==> src/hdl/ai_timing_cfg.svh <==
/*
 * Register offsets, field positions, reset values and timing counts for the
 * acquisition timing engine. Assumes a plain word-addressed register port.
 */
`ifndef AI_TIMING_CFG_SVH
`define AI_TIMING_CFG_SVH

// ----------------------------------------------------------------------
// Register offsets
// ----------------------------------------------------------------------
`define REG_CTRL        4'h0
`define REG_CLKSEL      4'h1
`define REG_DIVIDER     4'h2
`define REG_DELAY       4'h3
`define REG_PRE_COUNT   4'h4
`define REG_POST_COUNT  4'h5
`define REG_COMMAND     4'h6
`define REG_STATUS      4'h7
`define REG_COUNT       4'h8

// ----------------------------------------------------------------------
// Field positions
// ----------------------------------------------------------------------
`define CTRL_PRETRIG    0
`define CTRL_SW_START   1
`define CTRL_START_FALL 2
`define CTRL_REF_FALL   3
`define CLKSEL_EXT      0
`define CLKSEL_FALL     1
`define CLKSEL_SRC_LO   4
`define CMD_ARM         0
`define CMD_SW_START    1
`define CMD_SW_SAMPLE   2
`define CMD_STOP        3
`define CMD_CLR_DONE    4

// ----------------------------------------------------------------------
// Reset values and timing
// ----------------------------------------------------------------------
`define DIVIDER_RESET   32'h0000_0002
`define DELAY_RESET     32'h0000_0002
`define SYS_CLK_HZ      50000000

`endif

==> src/hdl/ai_timing_pkg.sv <==
/*
 * Types for the acquisition timing engine.
 * Assumes the _cfg header supplies all numeric constants.
 */
package ai_timing_pkg;

	typedef enum logic [2:0] {
		ST_IDLE    = 3'b000,
		ST_ARMED   = 3'b001,
		ST_DELAY   = 3'b011,
		ST_PRE     = 3'b010,
		ST_WAITREF = 3'b110,
		ST_POST    = 3'b111
	} acq_state_e;

	typedef enum logic [1:0] {
		SRC_COUNTER = 2'h0,
		SRC_DIVIDED = 2'h1,
		SRC_SOFT    = 2'h2
	} int_src_e;

	typedef struct packed {
		logic [15:0] programmable_function_input;
		logic [7:0]  trig_bus;
		logic        star;
		logic        analog_cmp;
	} ext_lines_s;

	typedef struct packed {
		acq_state_e  state;
		logic [31:0] count;
		logic [31:0] div_cnt;
		logic [31:0] dly_cnt;
		logic        clk_prev;
		logic        start_prev;
		logic        ref_prev;
		logic        done;
		logic        sample;
		logic        start_out;
		logic [31:0] rdata;
		logic        pretrig;
		logic        sw_start;
		logic        start_fall;
		logic        ref_fall;
		logic        ext_clk;
		logic        clk_fall;
		logic [4:0]  src_sel;
		logic [31:0] divider;
		logic [31:0] delay;
		logic [31:0] pre_count;
		logic [31:0] post_count;
	} eng_state_s;

endpackage : ai_timing_pkg

==> src/hdl/ai_sample_timing_engine.sv <==
/*
 * Acquisition sample counter and sample clock selection.
 * Assumes synchronous trigger and clock inputs and a single system clock.
 */
// Implementation choices: strobed register access and the register addresses.
// Contract
// - Posttrigger run loads posttrigger count at start
// - Decrement per sample; stop at zero
// - Pretrigger run loads pretrigger count at start
// - Pretrigger zero reloads posttrigger count; code clears it and loads it at reference
// - Start trigger is hardware or software
// - Software start pulses the start line
// - Reference before full pretrigger is ignored
// - After reference, count posttrigger samples then stop
// - Each sample clock samples every channel
// - Internal/external source, selectable edge
// - Internal: counter, divided timebase, software pulse
// - Divided clock from programmable divider
// - External: 16 inputs, 8 bus lines, star, compare
// - Start-to-first-sample delay, default two ticks; code applies it only with an internal source
// - Start runs internal counter; stop ends it
`timescale 1ns/1ns

module ai_sample_timing_engine #(
	parameter int CNT_W = 32
) (
	input  wire logic                     clk_sys_i,
	input  wire logic                     nrst_i,
	input  wire logic [3:0]               addr_i,
	input  wire logic [31:0]              wdata_i,
	input  wire logic                     wr_i,
	input  wire logic                     rd_i,
	output logic      [31:0]              rdata_o,
	input  wire logic                     timebase_tick_i,
	input  wire logic                     counter_out_i,
	input  wire ai_timing_pkg::ext_lines_s ext_lines_i,
	input  wire logic                     acquisition_start_trigger_i,
	input  wire logic                     acquisition_reference_trigger_i,
	output logic                          start_trigger_line_o,
	output logic                          sample_clock_o,
	output logic                          acq_busy_o,
	output logic                          acq_done_o
);

`include "ai_timing_cfg.svh"

	if (CNT_W < 2 || CNT_W > 32) begin : g_bad_cnt_w
		$error("CNT_W must lie in 2..32");
	end

	ai_timing_pkg::eng_state_s q, d;

	logic ext_level;
	logic int_level;
	logic sel_level;
	logic sel_edge;
	logic start_edge;
	logic ref_edge;
	logic wr_cmd;
	logic [31:0] rd_mux;

	// ------------------------------------------------------------------
	// Clock source selection
	// ------------------------------------------------------------------
	always_comb begin
		// 26 external lines; codes above 25 read as idle low
		unique case (q.src_sel) inside
			[5'd0:5'd15]:  ext_level = ext_lines_i.programmable_function_input[q.src_sel[3:0]];
			[5'd16:5'd23]: ext_level = ext_lines_i.trig_bus[q.src_sel[2:0]];
			5'd24:         ext_level = ext_lines_i.star;
			5'd25:         ext_level = ext_lines_i.analog_cmp;
			default:       ext_level = 1'b0;
		endcase
	end

	assign int_level = (q.src_sel[1:0] == ai_timing_pkg::SRC_COUNTER)
		? counter_out_i : 1'b0;
	assign sel_level = q.ext_clk ? ext_level : int_level;
	assign sel_edge  = q.clk_fall ? (q.clk_prev & ~sel_level)
		: (~q.clk_prev & sel_level);
	assign start_edge = q.start_fall
		? (q.start_prev & ~acquisition_start_trigger_i)
		: (~q.start_prev & acquisition_start_trigger_i);
	assign ref_edge = q.ref_fall
		? (q.ref_prev & ~acquisition_reference_trigger_i)
		: (~q.ref_prev & acquisition_reference_trigger_i);
	assign wr_cmd = wr_i && addr_i == `REG_COMMAND;

	// ------------------------------------------------------------------
	// Next state
	// ------------------------------------------------------------------
	always_comb begin
		logic go;
		logic tick;
		logic div_tick;
		logic internal;
		logic hit;
		go       = 1'b0;
		tick     = 1'b0;
		div_tick = 1'b0;
		internal = 1'b0;
		hit      = 1'b0;
		d = q;
		d.clk_prev   = sel_level;
		d.start_prev = acquisition_start_trigger_i;
		d.ref_prev   = acquisition_reference_trigger_i;
		d.sample     = 1'b0;
		d.start_out  = 1'b0;
		d.rdata      = 32'h0000_0000;

		if (wr_i) begin
			unique case (addr_i)
				`REG_CTRL: begin
					d.pretrig    = wdata_i[`CTRL_PRETRIG];
					d.sw_start   = wdata_i[`CTRL_SW_START];
					d.start_fall = wdata_i[`CTRL_START_FALL];
					d.ref_fall   = wdata_i[`CTRL_REF_FALL];
				end
				`REG_CLKSEL: begin
					d.ext_clk  = wdata_i[`CLKSEL_EXT];
					d.clk_fall = wdata_i[`CLKSEL_FALL];
					d.src_sel  = wdata_i[`CLKSEL_SRC_LO +: 5];
				end
				`REG_DIVIDER:    d.divider    = wdata_i;
				`REG_DELAY:      d.delay      = wdata_i;
				`REG_PRE_COUNT:  d.pre_count  = wdata_i;
				`REG_POST_COUNT: d.post_count = wdata_i;
				default: ;
			endcase
		end

		internal = !q.ext_clk;
		// Divider and delay run only on timebase ticks
		if (q.state == ai_timing_pkg::ST_PRE
			|| q.state == ai_timing_pkg::ST_WAITREF
			|| q.state == ai_timing_pkg::ST_POST) begin
			if (timebase_tick_i) begin
				if (q.div_cnt <= 32'h0000_0001) begin
					d.div_cnt = q.divider;
					div_tick  = 1'b1;
				end else begin
					d.div_cnt = q.div_cnt - 32'h0000_0001;
				end
			end
		end

		if (internal
			&& q.src_sel[1:0] == ai_timing_pkg::SRC_DIVIDED)
			tick = div_tick;
		else if (internal && q.src_sel[1:0] == ai_timing_pkg::SRC_SOFT)
			tick = wr_cmd && wdata_i[`CMD_SW_SAMPLE];
		else
			tick = sel_edge;

		// Clearing done loses to a simultaneous completion
		if (wr_cmd && wdata_i[`CMD_CLR_DONE])
			d.done = 1'b0;

		unique case (q.state)
			ai_timing_pkg::ST_IDLE: begin
				if (wr_cmd && wdata_i[`CMD_ARM])
					d.state = ai_timing_pkg::ST_ARMED;
			end
			ai_timing_pkg::ST_ARMED: begin
				if (q.sw_start)
					go = wr_cmd && wdata_i[`CMD_SW_START];
				else
					go = start_edge;
				if (go) begin
					d.start_out = q.sw_start;
					d.done      = 1'b0;
					d.div_cnt   = q.divider;
					d.count = q.pretrig ? q.pre_count
						: q.post_count;
					if (internal) begin
						d.dly_cnt = q.delay;
						d.state   = ai_timing_pkg::ST_DELAY;
					end else begin
						d.state = q.pretrig ? ai_timing_pkg::ST_PRE
							: ai_timing_pkg::ST_POST;
					end
				end
			end
			ai_timing_pkg::ST_DELAY: begin
				if (timebase_tick_i) begin
					if (q.dly_cnt <= 32'h0000_0001) begin
						d.sample  = 1'b1;
						hit       = 1'b1;
						d.div_cnt = q.divider;
						d.state   = q.pretrig ? ai_timing_pkg::ST_PRE
							: ai_timing_pkg::ST_POST;
					end else begin
						d.dly_cnt = q.dly_cnt - 32'h0000_0001;
					end
				end
			end
			ai_timing_pkg::ST_PRE: begin
				if (tick) begin
					d.sample = 1'b1;
					hit      = 1'b1;
				end
			end
			ai_timing_pkg::ST_WAITREF: begin
				if (tick)
					d.sample = 1'b1;
				if (ref_edge) begin
					d.count = q.post_count;
					d.state = ai_timing_pkg::ST_POST;
				end
			end
			ai_timing_pkg::ST_POST: begin
				if (tick) begin
					d.sample = 1'b1;
					hit      = 1'b1;
				end
			end
			default: d.state = ai_timing_pkg::ST_IDLE;
		endcase

		if (hit) begin
			if (d.state == ai_timing_pkg::ST_PRE) begin
				d.count = q.count - 32'h0000_0001;
				if (q.count <= 32'h0000_0001) begin
					d.count = 32'h0000_0000;
					// Reference listened to only from here on
					d.state = ai_timing_pkg::ST_WAITREF;
				end
			end else begin
				d.count = q.count - 32'h0000_0001;
				if (q.count <= 32'h0000_0001) begin
					d.count = 32'h0000_0000;
					d.done  = 1'b1;
					d.state = ai_timing_pkg::ST_IDLE;
				end
			end
		end

		if (wr_cmd && wdata_i[`CMD_STOP])
			d.state = ai_timing_pkg::ST_IDLE;

		if (rd_i)
			d.rdata = rd_mux;
	end

	// ------------------------------------------------------------------
	// Register read map
	// ------------------------------------------------------------------
	always_comb begin
		unique case (addr_i)
			`REG_CTRL:       rd_mux = {28'h0000_000, q.ref_fall,
				q.start_fall, q.sw_start, q.pretrig};
			`REG_CLKSEL:     rd_mux = {23'h00_0000, q.src_sel, 2'h0,
				q.clk_fall, q.ext_clk};
			`REG_DIVIDER:    rd_mux = q.divider;
			`REG_DELAY:      rd_mux = q.delay;
			`REG_PRE_COUNT:  rd_mux = q.pre_count;
			`REG_POST_COUNT: rd_mux = q.post_count;
			`REG_STATUS:     rd_mux = {27'h000_0000, q.state, 1'b0,
				q.done};
			`REG_COUNT:      rd_mux = q.count;
			default:         rd_mux = 32'h0000_0000;
		endcase
	end

	// ------------------------------------------------------------------
	// State register
	// ------------------------------------------------------------------
	always_ff @(posedge clk_sys_i or negedge nrst_i) begin
		if (!nrst_i) begin
			q         <= '0;
			q.state   <= ai_timing_pkg::ST_IDLE;
			q.divider <= `DIVIDER_RESET;
			q.delay   <= `DELAY_RESET;
		end else begin
			q <= d;
		end
	end

	assign rdata_o              = q.rdata;
	assign start_trigger_line_o = q.start_out;
	assign sample_clock_o       = q.sample;
	assign acq_done_o           = q.done;
	assign acq_busy_o           = q.state != ai_timing_pkg::ST_IDLE
		&& q.state != ai_timing_pkg::ST_ARMED;

endmodule : ai_sample_timing_engine

==> config.mk <==
export PLATFORM = sky130hd
export DESIGN_NAME = ai_sample_timing_engine
export DESIGN_NICKNAME = d
export VERILOG_FILES = /design/src/hdl/ai_timing_pkg.sv /design/src/hdl/ai_sample_timing_engine.sv
export VERILOG_INCLUDE_DIRS = /design/src /design/src/hdl
export SDC_FILE = /design/constraint.sdc
export NUM_CORES = 1
export LEC_CHECK = 0
export BUFFER_PORTS_ARGS = -buffer_cell sky130_fd_sc_hd__buf_2
export CAP_MARGIN = 30
export CORE_UTILIZATION = 61
export CTS_CLUSTER_SIZE = 24
export DETAILED_ROUTE_END_ITERATION = 16
export MAX_ROUTING_LAYER = met4
export PLACE_DENSITY = 0.81
export SLEW_MARGIN = 20
export SYNTH_ARGS = -nofsm -noshare
export SYNTH_HDL_FRONTEND = slang
export SYNTH_SLANG_ARGS = --single-unit
export TNS_END_PERCENT = 10
==> constraint.sdc <==
create_clock -name clk_sys_i -period 4.01 [get_ports clk_sys_i]
set_input_delay 0.401 -clock clk_sys_i [delete_from_list [all_inputs] [get_ports clk_sys_i]]
set_output_delay 0.401 -clock clk_sys_i [all_outputs]
set_load 0.005 [all_outputs]
# --- Yosys cells after proc, flatten, opt, wreduce, memory -nomap -nowiden ---
# Cells that the tools add are included.
word_totals:
  reg_bits: 276
  latchBits: 0
  ramBits: 0
  romBits: 0
  output_inout_bits: 36
  memories: 0
classes:
  addsub: 3
  multipliers: 0
  n_div: 0
  order_cmp: 9
  eq_ne: 25
  shift: 0
  mux: 55
  bitwise: 12
  reduce_logical: 30
op_table:
  columns: ["cell", "n"]
  rows:
  - ["$mux 32", 8]
  - ["$pmux 32 s8", 1]
  - ["$mux 35", 5]
  - ["$pmux 64 s2", 1]
  - ["$mux 99", 1]
  - ["$le 32x1->1 const B", 3]
  - ["$sub 32x1->32 const B", 3]
  - ["$mux 64", 1]
  - ["$pmux 32 s2", 1]
  - ["$mux 1", 25]
  - ["$mux 3", 6]
  - ["$eq 4x3->1 const B", 4]
  - ["$pmux 3 s5", 1]
  - ["$reduce_and 2->1", 6]
  - ["$logic_and 1x1->1", 11]
  - ["$eq 5x5->1 const B", 2]
  - ["$eq 3x2->1 const B", 3]
  - ["$eq 4x2->1 const B", 2]
  - ["$ne 2x2->1 const B", 4]
  - ["$and 1x1->1", 6]
  - ["$eq 3x3->1 const B", 2]
  - ["$not 1->1", 6]
  - ["$reduce_bool 3->1", 2]
  - ["$ge 5x1->1 const B", 1]
  - ["27 further kinds", 29]

# --- Longest topological paths before layout ---
# Gate-level depths: netlist (run 1).
logic_depth:
  depth_word: 13
  mapped_depth: 11
  depth_no_buf: 10

# --- Worst setup path after synthesis (run 1) ---
# Ideal clock, no wire load.
synth_path:
  kind: "reg2reg"
  startpoint: "register q[215] (netlist name)"
  endpoint: "register q[247] (netlist name)"
  setup_time_ns: 0.126
  arrival_ns: 2.883
  required_time_ns: 3.884
  slack_ns: 1.001
  stages_incl_launch_ff: 11
  path_buffers: 2
  cell_sequence: "dfrtp_1 -> or4_4 -> or3_1 -> buf_2 -> nor4_4 -> a22oi_2 -> o41ai_4 -> nor2_2 -> buf_6 -> a22o_1 -> a221o_1"
synth_between:
  elab_chain_len: 9
synth_lines:
  columns: ["element", "line", "text"]
  rows:
  - ["start: declaration", "ai_sample_timing_engine.sv:51", "ai_timing_pkg::eng_state_s q, d;"]
  - ["$le 32x1->1 *", "ai_sample_timing_engine.sv:138", "if (q.div_cnt <= 32'h0000_0001) begin"]
  - ["$mux 1 *", "ai_sample_timing_engine.sv:138", null]
  - ["$mux 1 *", "ai_sample_timing_engine.sv:137", "if (timebase_tick_i) begin"]
  - ["$mux 1 *", "ai_sample_timing_engine.sv:134", "if (q.state == ai_timing_pkg::ST_PRE"]
  - ["$mux 1 *", "ai_sample_timing_engine.sv:147", "if (internal"]
  - ["$mux 1 *", "ai_sample_timing_engine.sv:198, ai_sample_timing_engine.sv:212", null]
  - ["$pmux 1 s2 *", "ai_sample_timing_engine.sv:159", "unique case (q.state)"]
  - ["$ne 3x3->1 (no line) (tied with other cells)", null, null]
  - ["$reduce_and 3->1 (no line)", null, null]
# Every way passes the cells marked *; elsewhere a longest branch is shown, timed or not.
# A chain may end at the register's enable or synchronous reset.

# --- Worst setup path in the final report (run 1) ---
layout_path:
  startpoint: "register q[128] (netlist name)"
  endpoint: "register q[249] (netlist name)"
layout_between:
  elab_chain_len: 13
layout_lines:
  columns: ["element", "line", "text"]
  rows:
  - ["$bmux 1 s4 (tied with other cells)", "ai_sample_timing_engine.sv:68", "[5'd0:5'd15]: ext_level = ext_lines_i.programmable_function_input[q.src_sel[3:0]];"]
  - ["$mux 1 (not written as such) (tied with other cells)", "ai_sample_timing_engine.sv:68", null]
  - ["$pmux 1 s4", "ai_sample_timing_engine.sv:67", "unique case (q.src_sel) inside"]
  - ["$mux 1", "ai_sample_timing_engine.sv:78", "assign sel_level = q.ext_clk ? ext_level : int_level;"]
  - ["$not 1->1", "ai_sample_timing_engine.sv:79", "assign sel_edge = q.clk_fall ? (q.clk_prev & ~sel_level)"]
  - ["$and 1x1->1", "ai_sample_timing_engine.sv:79", null]
  - ["$mux 1", "ai_sample_timing_engine.sv:79", null]
  - ["$mux 1", "ai_sample_timing_engine.sv:150", "else if (internal && q.src_sel[1:0] == ai_timing_pkg::SRC_SOFT)"]
  - ["$mux 1 *", "ai_sample_timing_engine.sv:147", null]
  - ["$mux 1 *", "ai_sample_timing_engine.sv:198, ai_sample_timing_engine.sv:212", null]
  - ["$pmux 1 s2 *", "ai_sample_timing_engine.sv:159", null]
  - ["$ne 3x3->1 (no line) (tied with other cells)", null, null]
  - ["$reduce_and 3->1 (no line)", null, null]
# Every way passes the cells marked *; elsewhere a longest branch is shown, timed or not. The select of a mux whose other input is x is not followed.

==> results of run 1 <==
-- stage by stage --
| stage | setup WS [ns] | utilization | cell area (µm²) | hold WS, ns | cells |
|---|---|---|---|---|---|
| final | 0.471 | 0.701 | 16500 | 0.132 | 1891 |
| after global routing | 0.238 | 0.701 | 16500 | 0.138 | 1891 |
| after CTS | 0.493 | 0.701 | 16500 | 0.120 | 1890 |
| after detailed placement | 0.522 | 0.658 | 15500 | 0.491 | 1834 |
| after global placement | 0.608 | 0.658 | 15500 | 0.480 | 1834 |
| after floorplan | 1.00 | - | 14700 | 0.105 | 1491 |
-- area by class of cell --
cell class                 count  area (µm²)
multi-input combinational   1062        7140
fill                        1791        7040
sequential                   276        6910
timing repair buffer         162        1000
clock buffer                  44         832
tap                          319         399
clock inverter                 9         149
inverter                      19        71.3
-- registers in the layout, indices dropped and copies added (netlist names) --
name	flops
rdata_o	32
sample_clock_o	1
start_trigger_line_o	1
acq_done_o	1
q	241
-- power breakdown --
| group | leakage, µW | internal [µW] | switching [µW] |
|---|---|---|---|
| sequential | 0.00354 | 3420 | 835 |
| clock | 0.000482 | 1680 | 1120 |
| combinational | 0.00293 | 1080 | 1390 |
-- cell usage in the layout, fill, tap and decap left out, types with 27 or more instances in the layout --
| cell | Yosys | layout |
|---|---|---|
| sky130_fd_sc_hd__nor2_1 | 89 | 86 |
| sky130_fd_sc_hd__mux2_2 | 142 | 142 |
| sky130_fd_sc_hd__nand2_1 | 132 | 132 |
| sky130_fd_sc_hd__clkbuf_16 | 0 | 29 |
| sky130_fd_sc_hd__o21ai_0 | 137 | 137 |
| sky130_fd_sc_hd__a31oi_1 | 32 | 32 |
| sky130_fd_sc_hd__nor3_1 | 47 | 43 |
| sky130_fd_sc_hd__dfrtp_1 | 274 | 274 |
| sky130_fd_sc_hd__nor4_1 | 27 | 27 |
| sky130_fd_sc_hd__a22oi_1 | 89 | 89 |
| sky130_fd_sc_hd__buf_2 | 11 | 104 |
| sky130_fd_sc_hd__nand3_1 | 79 | 79 |
| sky130_fd_sc_hd__a21oi_1 | 48 | 46 |
| sky130_fd_sc_hd__buf_4 | 34 | 51 |
-- routing by layer --
metal,routed length (µm),up-vias,track usage
li1,-,5630,-
met2,20100,771,0.561
met3,3850,118,0.0584
met1,17700,6307,0.495
met4,1830,0,0.164
met5,0,-,-
-- path summary, 6_finish.rpt --
path                            endpoint  depth (start not counted)
worst min register to register    q[208]                          2
worst max register to register    q[249]                          9
worst min-delay path               q[50]                          2
worst max-delay path              q[249]                          9
min in group asynchronous         q[201]                          2
max in group asynchronous          q[97]                          3
-- cell families (layout without fill, tap and decap cells) --
| kind of cell | after synthesis | after routing | synth area share |
|---|---|---|---|
| XOR/XNOR | 29 | 29 | 0.0172 |
| AND/OR/NAND/NOR | 470 | 470 | 0.158 |
| flip-flops | 276 | 276 | 0.469 |
| multiplexers | 152 | 152 | 0.120 |
| buffers and inverters | 153 | 234 | 0.0496 |
| adder cells (fa/ha/maj) | 6 | 6 | 0.00510 |
| AO/OA/AOI/OAI | 405 | 405 | 0.181 |
-- repair_timing --
action / in CTS / in global routing
resized for setup: 0 / 0
setup endpoints to repair: 0 / 0
hold endpoints to repair: 88 / 0
buffers inserted: 0 / 0
hold buffers: 3 / 0
-- critical path: stages (launching register included) --
cell and delay, ns:
sky130_fd_sc_hd__dfrtp_1 0.64, sky130_fd_sc_hd__mux4_2 0.56, sky130_fd_sc_hd__mux2_2 0.28, sky130_fd_sc_hd__a221oi_1 0.45, sky130_fd_sc_hd__o211ai_1 0.21, sky130_fd_sc_hd__and4bb_2 0.30, sky130_fd_sc_hd__o21a_1 0.19, sky130_fd_sc_hd__buf_4 0.23
sky130_fd_sc_hd__a22o_1 0.22, sky130_fd_sc_hd__a221o_1 0.34
==> out/qor_table.md, run 1 <==
| Step | Item | Reported |
|:---|:---|:---|
| run status | Run status | finished clean |
| timing | Final clock period utilization by the worst path | 0.883 |
| timing | Count of endpoints failing setup in the final report | 0 |
| synth | Most numerous cell types in the synthesized netlist | sky130_fd_sc_hd__dfrtp_1 (274), sky130_fd_sc_hd__mux2_2 (142), sky130_fd_sc_hd__o21ai_0 (137), sky130_fd_sc_hd__nand2_1 (132) |
| timing | Transition time at the pin with the least slew margin | 0.959 ns |
| drt | Total wire length after detailed routing | 43,500 µm |
| global route | Maximum number of pins on one net before global-route repair | 118 |
| global route | Wire length of the first global-routing pass | 68,600 µm |
| pwr | PnR Total Power | 9530 µW |
| floorplanning | Boundary pin count | 106 |
| setup path | Crit Path Category | flip-flop to flip-flop |
| place | Global placer's final weighted congestion | 0.954 |
| hold path | Hold path startpoint | wdata_i[18] |
| global route | Leftover overflow at the end of global routing | 0 |
| timing | Clk_skew | 0.00635 ns |
| synth | Number of synthesized flops with an enable pin | 0 |
| floorplanning | Die width | 157 µm |
| synth | Total of flip-flops plus latches after synthesis | 276 |
| timing | Maximum operating frequency | 283 MHz |
| floorplanning | Core region area | 0.0235 mm² |
| clock tree | Clock tree root buffer cell | sky130_fd_sc_hd__clkbuf_16 |
| drt | Antenna-violating nets left | 0 |
| timing | Final Max Tran Viols | 0 |
| timing | Post-route setup TNS | 0 ns |
| synth | Number of instances in the synthesized netlist | 1,491 |
| floorplanning | Vertical extent of the die | 157 µm |
| pwr | Pwr dens | 577 mW/mm² |
| timing | Worst slew margin relative to its limit | 0.360 |
| setup path | Worst path arrival time | 3.98 ns |
| drt | Number of vias per cell | 6.78 |
| clock tree | Clock sink count | 276 |
| synth | Count of distinct cell types in the synthesized netlist | 75 |
| pwr | Static Leak | 0.00695 µW |
| clock tree | CTS Buffer Depth | 3 |
| synth | Share of the synthesized area in the top cell type | 0.466 |
| pwr | Worst ir drop on vdd | 363 µV |
| synth | Sequential cell area fraction in the yosys report | 0.469 |
| global route | Global-route total usage across every layer | 0.371 |
| setup path | R2R Path Start | q[128] |
| floorplanning | Area enclosed by the die boundary | 0.0248 mm² |
| clock tree | Total number of H-tree levels | 1 |
| layout | Total number of nets in the final design | 1,626 |
| synth | Yosys warns | 0 |
| global route | Initial antenna violation count | 0 |
| place | Detail Placement HPWL | 29,300 µm |
| synth | Count leader, synth | sky130_fd_sc_hd__dfrtp_1 |
| layout | Area growth, synth to finish | 12.1% |
| drt | Count of TritonRoute iterations in the first routing pass | 6 |
| synth | Syn Nets | 1,567 |
| place | Input/output buffers | 105 |
| setup path | Kind of start point of the critical path | flip-flop |
| clock tree | Total CTS buffers | 29 |
| layout | Share of layout cells above drive strength 1 | 0.240 |
| clock tree | Clock input transition at the sequential cells of the worst setup and hold paths | 0.06 ns |
| synth | Async S/R FF share, synth | 1.00 |
| layout | Final antenna diode count | 0 |
| drt | Starting DRC count in detailed routing | 1,507 |
| drt | DRC violation count after routing | 0 |
| synth | Commonest register cell after synthesis | sky130_fd_sc_hd__dfrtp_1 |
| drt | Vias | 12,800 |
| drt | Detailed-route wire length per cell | 23.0 µm |
| timing | Setup repair after global routing missed its margin | no |
| floorplanning | Cell row count | 56 |
| clock tree | Later-pin clock latency in the skew report | 0.55 ns |
| clock tree | TritonCTS clock tree | done |
| setup path | Start point of the critical path | q[128] |
| floorplanning | Initial cell density of the core | 0.625 |
| setup path | Required time of the worst setup path | 4.45 ns |
| setup path | Top fanout value on the critical path | 29 |
| setup path | Crit end category | flip-flop |
| job | Number of maximum-capacitance constraint violations | 0 |
| timing | Time the final worst path needs with I/O delays and setup | 3.54 ns |
| synth | Average footprint of a synthesized cell | 9.88 µm² |
| synth | Cell type with the largest total area after synthesis | sky130_fd_sc_hd__dfrtp_1 |
| hold path | Tightest Hold Check Type | input port to flip-flop |
| global route | Via count of the first global-routing pass | 12,500 |
| setup path | R2r setup slk | 0.47 ns |
| synth | Post-synthesis cell area | 0.0147 mm² |
| timing | Hold Vio Cnt, Final | 0 |
| synth | Cells taking the most area after synthesis | sky130_fd_sc_hd__dfrtp_1 (47%), sky130_fd_sc_hd__mux2_2 (11%), sky130_fd_sc_hd__o21ai_0 (4.7%), sky130_fd_sc_hd__a22oi_1 (4.5%), sky130_fd_sc_hd__nand2_1 (3.4%) |
Power figures use the tool's default switching activity.
==> inputs of run 2 (changes only) <==
Settings changed: GPL_ROUTABILITY_DRIVEN set to 0, RECOVER_POWER set to 25.
==> run 2 against run 1 <==
- the flow now finishes with violations (max-capacitance violations, max-slew violations)
- clock power is essentially flat
- setup slack gained 0.0034 ns
- routed wire length shrank 2.1%
- sequential power is essentially flat
- maximum frequency is essentially flat
- combinational power is essentially flat
- hold slack lost 0.0045 ns
- first-iteration DRC count shrank 3.2%
- core utilization is essentially flat
- clock skew grew 0.0030 ns
- design area is essentially flat
- critical path depth is the same
==> out/qor_table.md, run 2 (synthesized netlist as in run 1, its figures left out) <==
| Step | Item | Reported |
|:---|:---|:---|
| clock tree | Later-pin clock latency in the skew report | 0.56 ns |
| run status | Violated checks | max-capacitance violations, max-slew violations |
| setup path | Dominant delay contributor by cell family on the critical path | compound AO/OA/AOI/OAI gates |
| pwr | Static Leak | 0.00689 µW |
| global route | Maximum number of pins on one net before global-route repair | 99 |
| drt | Antenna-violating nets left | 0 |
| setup path | Slowest cell delay on critical path | 0.66 ns |
| setup path | Highest-delay cell along the critical path | sky130_fd_sc_hd__dfrtp_1 |
| layout | Total number of nets in the final design | 1,626 |
| timing | Final Max Tran Viols | 89 |
| setup path | Critical path, cell by cell | mux4_2 -> mux2_2 -> a221oi_1 -> o211ai_1 -> and4bb_2 -> o21a_1 -> buf_4 -> a22o_1 -> a221o_1 |
| timing | Time the final worst path needs with I/O delays and setup | 3.54 ns |
| layout | Top library cells by usage in the layout, fill and taps aside | sky130_fd_sc_hd__dfrtp_1 (274), sky130_fd_sc_hd__mux2_2 (142), sky130_fd_sc_hd__o21ai_0 (137) |
| pwr | Worst ir drop on vdd | 389 µV |
| place | Input/output buffers | 105 |
| floorplanning | Vertical extent of the die | 157 µm |
| layout | Fill cell total of the finished layout | 1,808 |
| timing | Transition time at the pin with the least slew margin | 2.23 ns |
| timing | Worst slew margin relative to its limit | -0.486 |
| clock tree | CTS Buffer Depth | 3 |
| layout | Area growth, synth to finish | 12.1% |
| layout | Most common library cell in the layout ignoring fill and taps | sky130_fd_sc_hd__dfrtp_1 |
| layout | Core Util, Final | 0.701 |
| drt | Vias | 12,800 |
| timing | Setup repair after global routing missed its margin | no |
| clock tree | TritonCTS clock tree | done |
| layout | Final antenna diode count | 0 |
| global route | Global-route total usage across every layer | 0.361 |
| timing | Post-route setup TNS | 0 ns |
| clock tree | Quantity of hold-fixing buffers added after cts | 3 |
| floorplanning | Core region area | 0.0235 mm² |
| drt | Number of vias per cell | 6.76 |
| setup path | Crit end category | flip-flop |
| clock tree | Post-cts gate resize count | 0 |
| job | Number of maximum-capacitance constraint violations | 1 |
| global route | Initial antenna violation count | 0 |
| floorplanning | Cell row count | 56 |
| global route | Leftover overflow at the end of global routing | 0 |
| floorplanning | Boundary pin count | 106 |
| global route | Wire length of the first global-routing pass | 67,000 µm |
| clock tree | Clock sink count | 276 |
| drt | DRC violation count after routing | 0 |
| drt | Count of TritonRoute iterations in the first routing pass | 8 |
| layout | Register with the highest flop count | q |
| clock tree | Post-CTS Repair Setup Buffers | 0 |
| drt | Starting DRC count in detailed routing | 1,459 |
| drt | Total wire length after detailed routing | 42,600 µm |
| pwr | Pwr dens | 578 mW/mm² |
| drt | Detailed-route wire length per cell | 22.5 µm |
| floorplanning | Area enclosed by the die boundary | 0.0248 mm² |
| setup path | Critical path buffers and inverters | 1 |
| timing | Clk_skew | 0.00939 ns |
| clock tree | Clock tree root buffer cell | sky130_fd_sc_hd__clkbuf_16 |
| setup path | Required time of the worst setup path | 4.45 ns |
| run status | Run status | complete, but fails checks |
| global route | Via count of the first global-routing pass | 12,100 |
| clock tree | Clock input transition at the sequential cells of the worst setup and hold paths | 0.06 ns |
| timing | Maximum operating frequency | 283 MHz |
| setup path | Worst path arrival time | 3.97 ns |
| layout | Share of layout cells above drive strength 1 | 0.228 |
| timing | Count of endpoints failing setup in the final report | 0 |
| setup path | Kind of start point of the critical path | flip-flop |
| setup path | Crit Path Category | flip-flop to flip-flop |
| floorplanning | Initial cell density of the core | 0.625 |
| floorplanning | Die width | 157 µm |
| clock tree | Total CTS buffers | 30 |
| timing | Hold Vio Cnt, Final | 0 |
| timing | Final clock period utilization by the worst path | 0.882 |
| setup path | Top fanout value on the critical path | 30 |
| clock tree | Total number of H-tree levels | 1 |
| place | Detail Placement HPWL | 29,100 µm |
| layout | Number of flip-flops in the largest register | 241 |
| hold path | Tightest Hold Check Type | input port to flip-flop |
[run 2: per-stage QoR]
step	hold slack, ns	power [µW]	cell area, µm²	setup WS [ns]	std cells
finish	0.127	9530	16500	0.474	1891
floorplan	0.105	5750	14700	1.00	1491
global route	0.121	9960	16500	0.273	1891
detailed placement	0.446	6630	15500	0.539	1834
global placement	0.453	6510	15500	0.620	1833
CTS	0.112	9480	16600	0.514	1891
[run 2: layout make-up]
type	count	area [µm²]	share of cell area
repair buffers	161	976	0.0591
clock inverters	10	111	0.00674
flip-flops and latches	276	6910	0.418
multi-input cells	1062	7140	0.432
well taps	319	399	0.0242
clock buffers	44	905	0.0548
inverters	19	71.3	0.00432
[run 2: worst paths after layout]
check                       startpoint          to  slack, ns  cells after the start
min                        wdata_i[13]       q[77]       0.13                      2
max reg2reg                     q[128]      q[249]       0.47                      9
max                             q[128]      q[249]       0.47                      9
max in group asynchronous       nrst_i  rdata_o[7]       1.58                      3
min reg2reg                     q[137]      q[137]       0.51                      1
min in group asynchronous       nrst_i      q[201]       1.03                      2
[run 2: worst register-to-register path, cell delays in order, from the launching register on]
cell                       delay, ns
sky130_fd_sc_hd__dfrtp_1        0.66
sky130_fd_sc_hd__mux4_2         0.57
sky130_fd_sc_hd__mux2_2         0.27
sky130_fd_sc_hd__a221oi_1       0.39
sky130_fd_sc_hd__o211ai_1       0.22
sky130_fd_sc_hd__and4bb_2       0.31
sky130_fd_sc_hd__o21a_1         0.19
sky130_fd_sc_hd__buf_4          0.23
sky130_fd_sc_hd__a22o_1         0.24
sky130_fd_sc_hd__a221o_1        0.35
[run 2: where the power goes]
part	switching (µW)	internal [µW]	leakage [µW]
combinational	1410	1080	0.00284
sequential	798	3420	0.00354
clock	1140	1680	0.000508
total	3350	6190	0.00689
[run 2: routing by layer]
metal,vias to the layer above,routed length [µm],part of all wire,GRT usage
li1,5610,-,-,-
met1,6293,17500,0.41,0.493
met2,751,19200,0.45,0.534
met3,131,3860,0.091,0.0556
met4,0,1970,0.046,0.164
met5,-,0,0,-
